## src/common/flag_port_params.svh

```systemverilog
// constants for the semaphore port controller: widths and pin timing
`ifndef FLAG_PORT_PARAMS_SVH
`define FLAG_PORT_PARAMS_SVH

// ========================================
// widths
`define FP_FLAG_COUNT 8
`define FP_INDEX_W 3
`define FP_ADDR_W 16
`define FP_DATA_W 9
`define FP_LAST_INDEX 3'h7

// ========================================
// pin timing, in ns, and derived mclk counts (least times round up)
`define FP_MCLK_NS 20
`define FP_SETUP_NS 20
`define FP_STROBE_NS 30
`define FP_RECOVER_NS 20
`define FP_SYNC_STAGES 2
`define FP_SETUP_CYC \
  ((`FP_SETUP_NS + `FP_MCLK_NS - 1) / `FP_MCLK_NS)
`define FP_STROBE_CYC \
  ((`FP_STROBE_NS + `FP_MCLK_NS - 1) / `FP_MCLK_NS)
`define FP_RECOVER_CYC \
  ((`FP_RECOVER_NS + `FP_MCLK_NS - 1) / `FP_MCLK_NS)

// ========================================
// acquire polling
`define FP_POLL_LIMIT 8'h10

`endif

```

## src/common/flag_port_pkg.sv

```systemverilog
// types shared by the semaphore port controller
package flag_port_pkg;

  // ========================================
  // pin group toward one port of the shared ram
  typedef struct packed {
    logic flag_space_select_n;
    logic array_en_n;
    logic rw_n;
    logic out_en_n;
    logic [15:0] addr;
    logic [8:0] dq_out;
    logic dq_oe;
  } port_pins_s;

  // ========================================
  // user commands and replies
  typedef enum logic [1:0] {
    OP_INIT = 2'h0,
    OP_ACQUIRE = 2'h1,
    OP_RELEASE = 2'h2,
    OP_READ = 2'h3
  } flag_op_e;

  typedef struct packed {
    flag_op_e op;
    logic [2:0] flag_index_lines;
  } flag_cmd_s;

  typedef struct packed {
    flag_op_e op;
    logic [2:0] flag_index_lines;
    logic flag_value;
    logic granted;
  } flag_resp_s;

endpackage

```

## src/hdl/flag_bus_cycle.sv

```systemverilog
// one semaphore read or write cycle on the port pins
`timescale 1ns/1ps
`include "flag_port_params.svh"

module flag_bus_cycle (
  // clock and reset
  input wire logic mclk,
  input wire logic sys_rst,
  // cycle request
  input wire logic start,
  input wire logic is_write,
  input wire logic wbit,
  input wire logic [2:0] flag_index_lines,
  output logic busy,
  output logic done,
  output logic rbit,
  // port pins
  output flag_port_pkg::port_pins_s pins,
  input wire logic [8:0] dq_in
);
  import flag_port_pkg::*;

  typedef enum logic [3:0] {
    C_IDLE = 4'h1,
    C_SETUP = 4'h2,
    C_STROBE = 4'h4,
    C_RECOVER = 4'h8
  } cyc_state_e;

  cyc_state_e state_reg, state_next;
  logic [3:0] cnt_reg, cnt_next;
  logic wr_reg, wr_next;
  logic done_reg, done_next;
  logic rbit_reg, rbit_next;
  port_pins_s pins_reg, pins_next;
  logic [8:0] dq_meta_reg, dq_sync_reg;

  // ========================================
  // pin input synchroniser
  always_ff @(posedge mclk or posedge sys_rst) begin
    if (sys_rst) begin
      dq_meta_reg <= 9'h000;
      dq_sync_reg <= 9'h000;
    end else begin
      dq_meta_reg <= dq_in;
      dq_sync_reg <= dq_meta_reg;
    end
  end

  // ========================================
  // cycle sequencer
  always_comb begin
    state_next = state_reg;
    cnt_next = cnt_reg;
    wr_next = wr_reg;
    done_next = 1'b0;
    rbit_next = rbit_reg;
    pins_next = pins_reg;
    case (state_reg)
      C_IDLE: begin
        if (start) begin
          wr_next = is_write;
          pins_next.flag_space_select_n = 1'b0;
          pins_next.array_en_n = 1'b1;
          pins_next.addr = {13'h0000, flag_index_lines};
          cnt_next = 4'(`FP_SETUP_CYC - 1);
          state_next = C_SETUP;
        end
      end
      C_SETUP: begin
        if (cnt_reg == 4'h0) begin
          if (wr_reg) begin
            pins_next.rw_n = 1'b0;
            pins_next.dq_out = {8'h00, wbit};
            pins_next.dq_oe = 1'b1;
            cnt_next = 4'(`FP_STROBE_CYC - 1);
          end else begin
            pins_next.out_en_n = 1'b0;
            // extra cycles let the returned level cross the synchroniser
            cnt_next = 4'(`FP_STROBE_CYC + `FP_SYNC_STAGES - 1);
          end
          state_next = C_STROBE;
        end else begin
          cnt_next = cnt_reg - 4'h1;
        end
      end
      C_STROBE: begin
        if (cnt_reg == 4'h0) begin
          if (!wr_reg) begin
            rbit_next = dq_sync_reg[0];
          end
          // select and strobes go inactive every cycle, so polled
          // reads see a fresh latch value
          pins_next.rw_n = 1'b1;
          pins_next.out_en_n = 1'b1;
          pins_next.flag_space_select_n = 1'b1;
          cnt_next = 4'(`FP_RECOVER_CYC - 1);
          state_next = C_RECOVER;
        end else begin
          cnt_next = cnt_reg - 4'h1;
        end
      end
      C_RECOVER: begin
        if (cnt_reg == 4'h0) begin
          pins_next.dq_oe = 1'b0;
          pins_next.dq_out = 9'h000;
          done_next = 1'b1;
          state_next = C_IDLE;
        end else begin
          cnt_next = cnt_reg - 4'h1;
        end
      end
      default: begin
        state_next = C_IDLE;
      end
    endcase
  end

  always_ff @(posedge mclk or posedge sys_rst) begin
    if (sys_rst) begin
      state_reg <= C_IDLE;
      cnt_reg <= 4'h0;
      wr_reg <= 1'b0;
      done_reg <= 1'b0;
      rbit_reg <= 1'b1;
      pins_reg <= '{flag_space_select_n: 1'b1, array_en_n: 1'b1,
                    rw_n: 1'b1, out_en_n: 1'b1, addr: 16'h0000,
                    dq_out: 9'h000, dq_oe: 1'b0};
    end else begin
      state_reg <= state_next;
      cnt_reg <= cnt_next;
      wr_reg <= wr_next;
      done_reg <= done_next;
      rbit_reg <= rbit_next;
      pins_reg <= pins_next;
    end
  end

  assign busy = (state_reg != C_IDLE);
  assign done = done_reg;
  assign rbit = rbit_reg;
  assign pins = pins_reg;

endmodule // flag_bus_cycle

```

## src/hdl/flag_port_ctrl.sv

```systemverilog
// controller for one port of the shared-ram semaphore flags
`timescale 1ns/1ps
`include "flag_port_params.svh"

// What this block does
// - write zero requests, one releases
// - drop select between polling reads
// - write zero first, then read to confirm
// - failed request: keep reading or withdraw
// - software frees every flag at start
// - array enable high during flag access
module flag_port_ctrl (
  // clock and reset
  input wire logic mclk,
  input wire logic sys_rst,
  // command side
  input wire logic cmd_valid,
  output logic cmd_ready,
  input flag_port_pkg::flag_cmd_s cmd,
  output logic resp_valid,
  output flag_port_pkg::flag_resp_s resp,
  output logic init_done,
  // port pins
  output flag_port_pkg::port_pins_s pins,
  input wire logic [8:0] dq_in
);
  import flag_port_pkg::*;

  typedef enum logic [7:0] {
    M_INIT = 8'h01,
    M_IDLE = 8'h02,
    M_ACQ_W = 8'h04,
    M_ACQ_R = 8'h08,
    M_WDRAW = 8'h10,
    M_REL_W = 8'h20,
    M_READ = 8'h40,
    M_REPLY = 8'h80
  } main_state_e;

  main_state_e state_reg, state_next;
  logic launched_reg, launched_next;
  logic [2:0] idx_reg, idx_next;
  flag_op_e op_reg, op_next;
  logic [7:0] poll_reg, poll_next;
  logic flag_reg, flag_next;
  logic granted_reg, granted_next;
  logic init_done_reg, init_done_next;
  logic cyc_start, cyc_write, cyc_wbit;
  logic cyc_busy, cyc_done, cyc_rbit;

  // ========================================
  // pin cycle engine
  flag_bus_cycle u_cycle (
    .mclk(mclk),
    .sys_rst(sys_rst),
    .start(cyc_start),
    .is_write(cyc_write),
    .wbit(cyc_wbit),
    .flag_index_lines(idx_reg),
    .busy(cyc_busy),
    .done(cyc_done),
    .rbit(cyc_rbit),
    .pins(pins),
    .dq_in(dq_in)
  );

  // ========================================
  // which cycle each state runs
  always_comb begin
    cyc_write = 1'b1;
    cyc_wbit = 1'b1;
    case (state_reg)
      M_ACQ_W: cyc_wbit = 1'b0;
      M_ACQ_R: cyc_write = 1'b0;
      M_READ: cyc_write = 1'b0;
      default: cyc_wbit = 1'b1;
    endcase
  end

  assign cyc_start = !launched_reg && !cyc_busy &&
                     (state_reg != M_IDLE) && (state_reg != M_REPLY);

  // ========================================
  // operation sequencer
  always_comb begin
    state_next = state_reg;
    launched_next = launched_reg;
    idx_next = idx_reg;
    op_next = op_reg;
    poll_next = poll_reg;
    flag_next = flag_reg;
    granted_next = granted_reg;
    init_done_next = init_done_reg;
    if (cyc_start) begin
      launched_next = 1'b1;
    end
    if (cyc_done) begin
      launched_next = 1'b0;
    end
    case (state_reg)
      M_INIT: begin
        // ones to all eight flags free any stale request latch
        if (cyc_done) begin
          if (idx_reg == `FP_LAST_INDEX) begin
            init_done_next = 1'b1;
            flag_next = 1'b1;
            granted_next = 1'b0;
            state_next = M_REPLY;
          end else begin
            idx_next = idx_reg + 3'h1;
          end
        end
      end
      M_IDLE: begin
        if (cmd_valid) begin
          op_next = cmd.op;
          idx_next = cmd.flag_index_lines;
          poll_next = 8'h00;
          granted_next = 1'b0;
          case (cmd.op)
            OP_INIT: begin
              idx_next = 3'h0;
              init_done_next = 1'b0;
              state_next = M_INIT;
            end
            OP_ACQUIRE: state_next = M_ACQ_W;
            OP_RELEASE: state_next = M_REL_W;
            OP_READ: state_next = M_READ;
            default: state_next = M_IDLE;
          endcase
        end
      end
      M_ACQ_W: begin
        if (cyc_done) begin
          state_next = M_ACQ_R;
        end
      end
      M_ACQ_R: begin
        if (cyc_done) begin
          flag_next = cyc_rbit;
          if (!cyc_rbit) begin
            granted_next = 1'b1;
            state_next = M_REPLY;
          end else if (poll_reg == `FP_POLL_LIMIT - 8'h01) begin
            // give up rather than leave a request pending forever
            state_next = M_WDRAW;
          end else begin
            poll_next = poll_reg + 8'h01;
          end
        end
      end
      M_WDRAW: begin
        if (cyc_done) begin
          state_next = M_REPLY;
        end
      end
      M_REL_W: begin
        if (cyc_done) begin
          flag_next = 1'b1;
          state_next = M_REPLY;
        end
      end
      M_READ: begin
        if (cyc_done) begin
          flag_next = cyc_rbit;
          state_next = M_REPLY;
        end
      end
      M_REPLY: begin
        state_next = M_IDLE;
      end
      default: begin
        state_next = M_IDLE;
      end
    endcase
  end

  always_ff @(posedge mclk or posedge sys_rst) begin
    if (sys_rst) begin
      state_reg <= M_INIT;
      launched_reg <= 1'b0;
      idx_reg <= 3'h0;
      op_reg <= OP_INIT;
      poll_reg <= 8'h00;
      flag_reg <= 1'b1;
      granted_reg <= 1'b0;
      init_done_reg <= 1'b0;
    end else begin
      state_reg <= state_next;
      launched_reg <= launched_next;
      idx_reg <= idx_next;
      op_reg <= op_next;
      poll_reg <= poll_next;
      flag_reg <= flag_next;
      granted_reg <= granted_next;
      init_done_reg <= init_done_next;
    end
  end

  // ========================================
  // command and reply outputs
  assign cmd_ready = (state_reg == M_IDLE);
  assign resp_valid = (state_reg == M_REPLY);
  assign resp = '{op: op_reg, flag_index_lines: idx_reg,
                  flag_value: flag_reg, granted: granted_reg};
  assign init_done = init_done_reg;

endmodule // flag_port_ctrl

```

## config.mk

```make
export PLATFORM = sky130hd
export DESIGN_NAME = flag_port_ctrl
export DESIGN_NICKNAME = d
export VERILOG_FILES = /design/src/common/flag_port_pkg.sv /design/src/hdl/flag_bus_cycle.sv /design/src/hdl/flag_port_ctrl.sv
export VERILOG_INCLUDE_DIRS = /design/src /design/src/common
export SDC_FILE = /design/constraint.sdc
export NUM_CORES = 1
export LEC_CHECK = 0
export BUFFER_PORTS_ARGS = -buffer_cell sky130_fd_sc_hd__buf_4
export CORE_MARGIN = 2
export CORE_UTILIZATION = 58
export CTS_BUF_LIST = sky130_fd_sc_hd__clkbuf_8
export DETAILED_ROUTE_END_ITERATION = 6
export PLACE_DENSITY = 0.87
export SYNTH_ARGS = -nofsm -noshare
export SYNTH_HDL_FRONTEND = slang
export SYNTH_HIERARCHICAL = 1
export SYNTH_SLANG_ARGS = --single-unit
```

## constraint.sdc

```tcl
create_clock -name mclk -period 3.13 [get_ports mclk]
set_input_delay 0.4695 -clock mclk [delete_from_list [all_inputs] [get_ports mclk]]
set_output_delay 0.4695 -clock mclk [all_outputs]
set_load 0.02 [all_outputs]
```

Word level (Yosys, flattened, before mapping):

Index checks and enable logic that the tools add are counted.
W data, S select, Z words.

* bits in registers: 54
* latch bits: 0
* memory bits (writable): 0
* bits in read-only memories: 0
* input port bits: 17
* output and inout bits: 40
* word-level logic and storage cells: 162
* memories: 0

* add/subtract/negate cells: 3
* $mul: 0
* divide/modulo/power cells: 0
* order comparisons: 0
* eq/ne operators: 41
* shift operators: 0
* mux-type cells: 63
* bitwise operators: 1
* reduce and logical (&&, ||, !) cells: 33

Operators with widths (count)
* $mux W8: 12
* $pmux W8 S5: 1
* $mux W4: 8
* $pmux W4 S4: 2
* $pmux W8 S4: 1
* $mux W10: 3
* $ne A2 B1 Y1 const B: 12
* $mux W1: 20
* $pmux W10 S2: 1
* $reduce_and A4 Y1: 5
* $eq A8 B4 Y1 const B: 2
* $ne A2 B2 Y1 const B: 8
* $pmux W8 S2: 1
* $reduce_and A5 Y1: 3
* $mux W3: 4
* $reduce_bool A2 Y1: 6
* $reduce_and A3 Y1: 3
* $add A8 B1 Y8 const B: 1
* $eq A8 B1 Y1 const B: 1
* $eq A8 B2 Y1 const B: 1
* $eq A8 B3 Y1 const B: 1
* $eq A8 B5 Y1 const B: 1
* $eq A8 B6 Y1 const B: 1
* $eq A8 B7 Y1 const B: 1
* other kinds (31): 42

Longest topological paths before layout:

* word-level depth: 7
* gate-level depth with buffers: 10
* gate-level depth less buffers: 9

Modules after synthesis:

The synthesis kept the hierarchy.

By module, submodules not included
* flag_port_ctrl: times used 1, cells each 188, area each 1685.4 µm², seq. area each 628.1 µm²
* flag_bus_cycle: times used 1, cells each 133, area each 1291.2 µm², seq. area each 531.8 µm²

Least setup slack after synthesis:

Ideal clock, no wire load.

* kind: register -> register
* start point: register, netlist name state_reg[6]
* end point: register u_cycle.cnt_reg[2]
* setup time: 0.124 ns
* arrival time: 2.584 ns
* data required time: 3.006 ns
* path slack: 0.422 ns
* stages on the path, launching flop included: 11
* path buffers: 1
* period minus slack after synthesis: 2.708 ns
* path through: dfrtp_1 > buf_1 > nor2_1 > nand3_1 > clkinv_1 > or3_1 > nor2_1 > and3b_1 > o21ai_0 > and2_1 > a211o_1

RTL lines
* end signal, assigned: line flag_bus_cycle.sv:131 `cnt_reg <= cnt_next;`
* end, declared: line flag_bus_cycle.sv:31 `logic [3:0] cnt_reg, cnt_next;`

==> summary.md <==
The run finished with clean final reports. Count of final hold-check violations: 0. The floorplan has 26 rows. The initial antenna violation count was 0; the post-route worst setup slack was 585 ps. After clock tree synthesis, the clock-pin slew on the worst setup and hold paths is 90 ps. The count of cell types in the netlist was 73; the net switching power of the design was 1.04 mW. Share of power burned in the clock network: 0.156.

The signal on the critical path passes through or4_1, nor4_1, a41oi_1, o21ai_0, o31ai_1. The detailed placement HPWL was 4510 um; the overall die area was 5720 um2. The detailed router finished its first iteration with 267 violations. Critical path arrival: 2740 ps. The worst-case IR drop observed on VDD is 0.421 mV.

The worst hold path belongs to the class in2reg. A synthesized cell averages 9.27 um2. The floorplan step defined a core boundary enclosing 5040 um2. Setup repair after global routing left no endpoint under its margin.

The clock reaches the later pin of the worst-skew pair after 300 ps. For the final wirelength, the log shows 6160 um. Critical path launch point type: a flop.

The floorplan die width was 75.6 um. The internal power is 1.39 mW. Before CTS, the worst setup slack after placement is 610 ps. The proportion of layout cells with a drive suffix above 1 was 0.219. The sequential cell area fraction in the yosys report was 0.390; the count of buffer and inverter cells on the critical path was 0. The total track usage was 0.233; the worst clock skew was 9.52 ps. Synthesis inferred 46 register bits.

Summed over all failing endpoints, the final setup total negative slack is 0 ps. The relative contribution of sequential cells to total power came out at 0.362. Relative to the synthesized area, the layout overhead comes to 7.82%. The top cell types in the final layout, fill and taps aside, are dfrtp_1 (39), buf_4 (31), nand2_1 (26). The switching fraction of total power was 0.429. The tools report the worst-case headroom to the max-slew limit as 0.338. After global routing the overflow that remains totals 0.

For the pin with the worst max-slew slack, the measured transition is 992 ps. On the worst path, the slowest cell contributes a delay of 700 ps. The pin count of the biggest net entering global routing is 26, and the initial standard-cell utilization of the core is 0.590. The tools report the post-synthesis cell count as 321. Dividing the detail-routed wire length by the instance count gives 14.9 um. In this run the worst path has a maximum fanout of 11. The via count of the first global-routing pass was 2207.

The cell at the root of the clock tree was clkbuf_8. For the H-tree depth, the log shows 2. During synthesis, Yosys emitted a total of 6 warnings. For this run, design rule violations remaining after detail routing come to 0. Setup violations remaining at the end of the flow were counted as 0. Leaving out fill and tap cells, the most frequent cell in the layout is dfrtp_1. The setup path with the least slack is of type reg2reg. The final-report max-slew violation count was 0.

For the top-level port count, the log shows 57. The endpoint type of the worst setup path was a flop. The number of violations of the max-capacitance limit was 0. For the count of hold buffers inserted by post-cts repair, the log shows 0. Dominant synthesized flop cell: dfrtp_1. The number of gates resized after CTS was 0; the ratio of routed vias to standard cells was 5.94.

After layout, the minimum clock period comes to 2550 ps. Clock tree synthesis inserted a total of 5 buffers. At the end of routability-driven placement, the weighted congestion stood at 0.840. Broken down by cell family, the worst path's largest delay share belongs to simple AND/OR/NAND/NOR gates. The first global-routing pass estimated 10300 um of wire. TritonCTS built the clock tree. The proportion of register bits with asynchronous set or reset after synthesis works out to 1.00.

The final cycle utilization of the critical path works out to 0.813. For this block, the via count after detailed routing is 2446. The logs give 393 MHz for the achievable frequency and 0 for the number of setup buffers added after CTS.

The antenna cell count was 0; the critical path required time was 3320 ps. The count of nets left with antenna violations once routing finished came out at 0. Number of synthesized flops with an enable pin: 0. For this design the ratio of total power to cell area is 758 nW/um2. The combinational cell fraction of total power is 0.482. The cell area that synthesis handed to floorplanning was 2980 um2. For this design the static power due to leakage is 1.49 nW. Measured along the y axis, the die boundary spans 75.6 um. The pre-antenna-repair detailed-routing pass consisted of 4 iterations. Standard cell with the maximum stage delay on the critical path: or4_1.

For this run, the post-layout net count is 362. Port buffering added 26 buffers. In this run the deepest clock path goes through 2 buffers. The run gives 46 as the number of clock sinks.
-- final timing paths --
| check | cells past startpoint | endpoint | slack (ps) | start |
|---|---|---|---|---|
| min in group asynchronous | 2 | u_cycle/pins[10]$_DFFE_PP0P_ | 320 | sys_rst |
| worst max-delay path | 5 | poll_reg[2]$_DFFE_PP0P_ | 580 | state_reg[5]$_DFFE_PP0P_ |
| max in group asynchronous | 2 | idx_reg[2]$_DFFE_PP0P_ | 2120 | sys_rst |
| worst min-delay path | 1 | u_cycle/dq_meta_reg[0]$_DFF_PP0_ | 280 | dq_in[0] |
| worst max register to register | 5 | poll_reg[2]$_DFFE_PP0P_ | 580 | state_reg[5]$_DFFE_PP0P_ |
| worst min register to register | 0 | u_cycle/dq_sync_reg[0]$_DFF_PP0_ | 350 | u_cycle/dq_meta_reg[0]$_DFF_PP0_ |
-- cell usage after synthesis (4+ instances only) --
cell type / n / area [um2]
dfstp_2: 7 / 184
or3_1: 4 / 25.0
buf_4: 25 / 188
nor3_1: 4 / 20.0
nand2_1: 26 / 97.6
o21ai_0: 16 / 80.1
ha_1: 4 / 50.1
dfrtp_1: 39 / 976
buf_2: 5 / 25.0
a21oi_1: 10 / 50.1
nor3b_1: 5 / 37.5
or4_1: 4 / 30.0
a21o_1: 8 / 60.1
nor2b_1: 6 / 37.5
nand2b_1: 4 / 25.0
mux2_2: 9 / 101
nand3_1: 18 / 90.1
nor2_1: 20 / 75.1
inv_1: 12 / 45.0
clkbuf_1: 4 / 15.0
o31ai_1: 5 / 37.5
-- power groups by stage --
stage	Combinational, mW	Clock [mW]	Sequential (mW)
after floorplan	0.849	0	0.880
after global placement	1.12	0	0.879
after detailed placement	1.16	0	0.885
after CTS	1.17	0.386	0.876
after global routing	1.29	0.409	0.903
final	1.17	0.380	0.880
-- worst reg2reg max path, stage by stage, from the launching register on --
cell	delay [ps]
dfrtp_1	500
or4_1	700
nor4_1	590
a41oi_1	260
o21ai_0	270
o31ai_1	100
-- cell families after synthesis --
group                    synth area share
other                             0.00252
AND/OR/NAND/NOR                     0.265
multiplexers                       0.0446
XOR/XNOR                           0.0147
buffers and inverters               0.104
adder cells (fa/ha/maj)            0.0168
AO/OA/AOI/OAI                       0.163
flip-flops                          0.390
-- area by class of cell --
type | instances | area [um2]
repair buffers | 31 | 233
clock buffers | 6 | 82.6
multi-input cells | 243 | 1580
clock inverters | 2 | 12.5
well taps | 70 | 87.6
inverters | 14 | 52.6
flip-flops and latches | 46 | 1160
fillers | 440 | 1830
-- metrics by stage --
step | utilization | instance area [um2] | hold slack, ps | power [mW] | instances
final | 0.636 | 3210 | 277 | 2.43 | 412
after global routing | 0.636 | 3210 | 267 | 2.61 | 412
after CTS | 0.636 | 3210 | 275 | 2.43 | 412
after detailed placement | 0.618 | 3110 | 337 | 2.04 | 404
after global placement | 0.618 | 3110 | 334 | 2.00 | 404
after floorplan | - | 3050 | 331 | 1.73 | 341
-- layer usage --
metal	global-route usage	routed length, um	share of wire
met4	0.0682	78	0.013
met3	0.0476	421	0.068
met2	0.357	2850	0.46
met1	0.337	2800	0.46
met5	0	0	0
(Power assumes the default switching activity.)
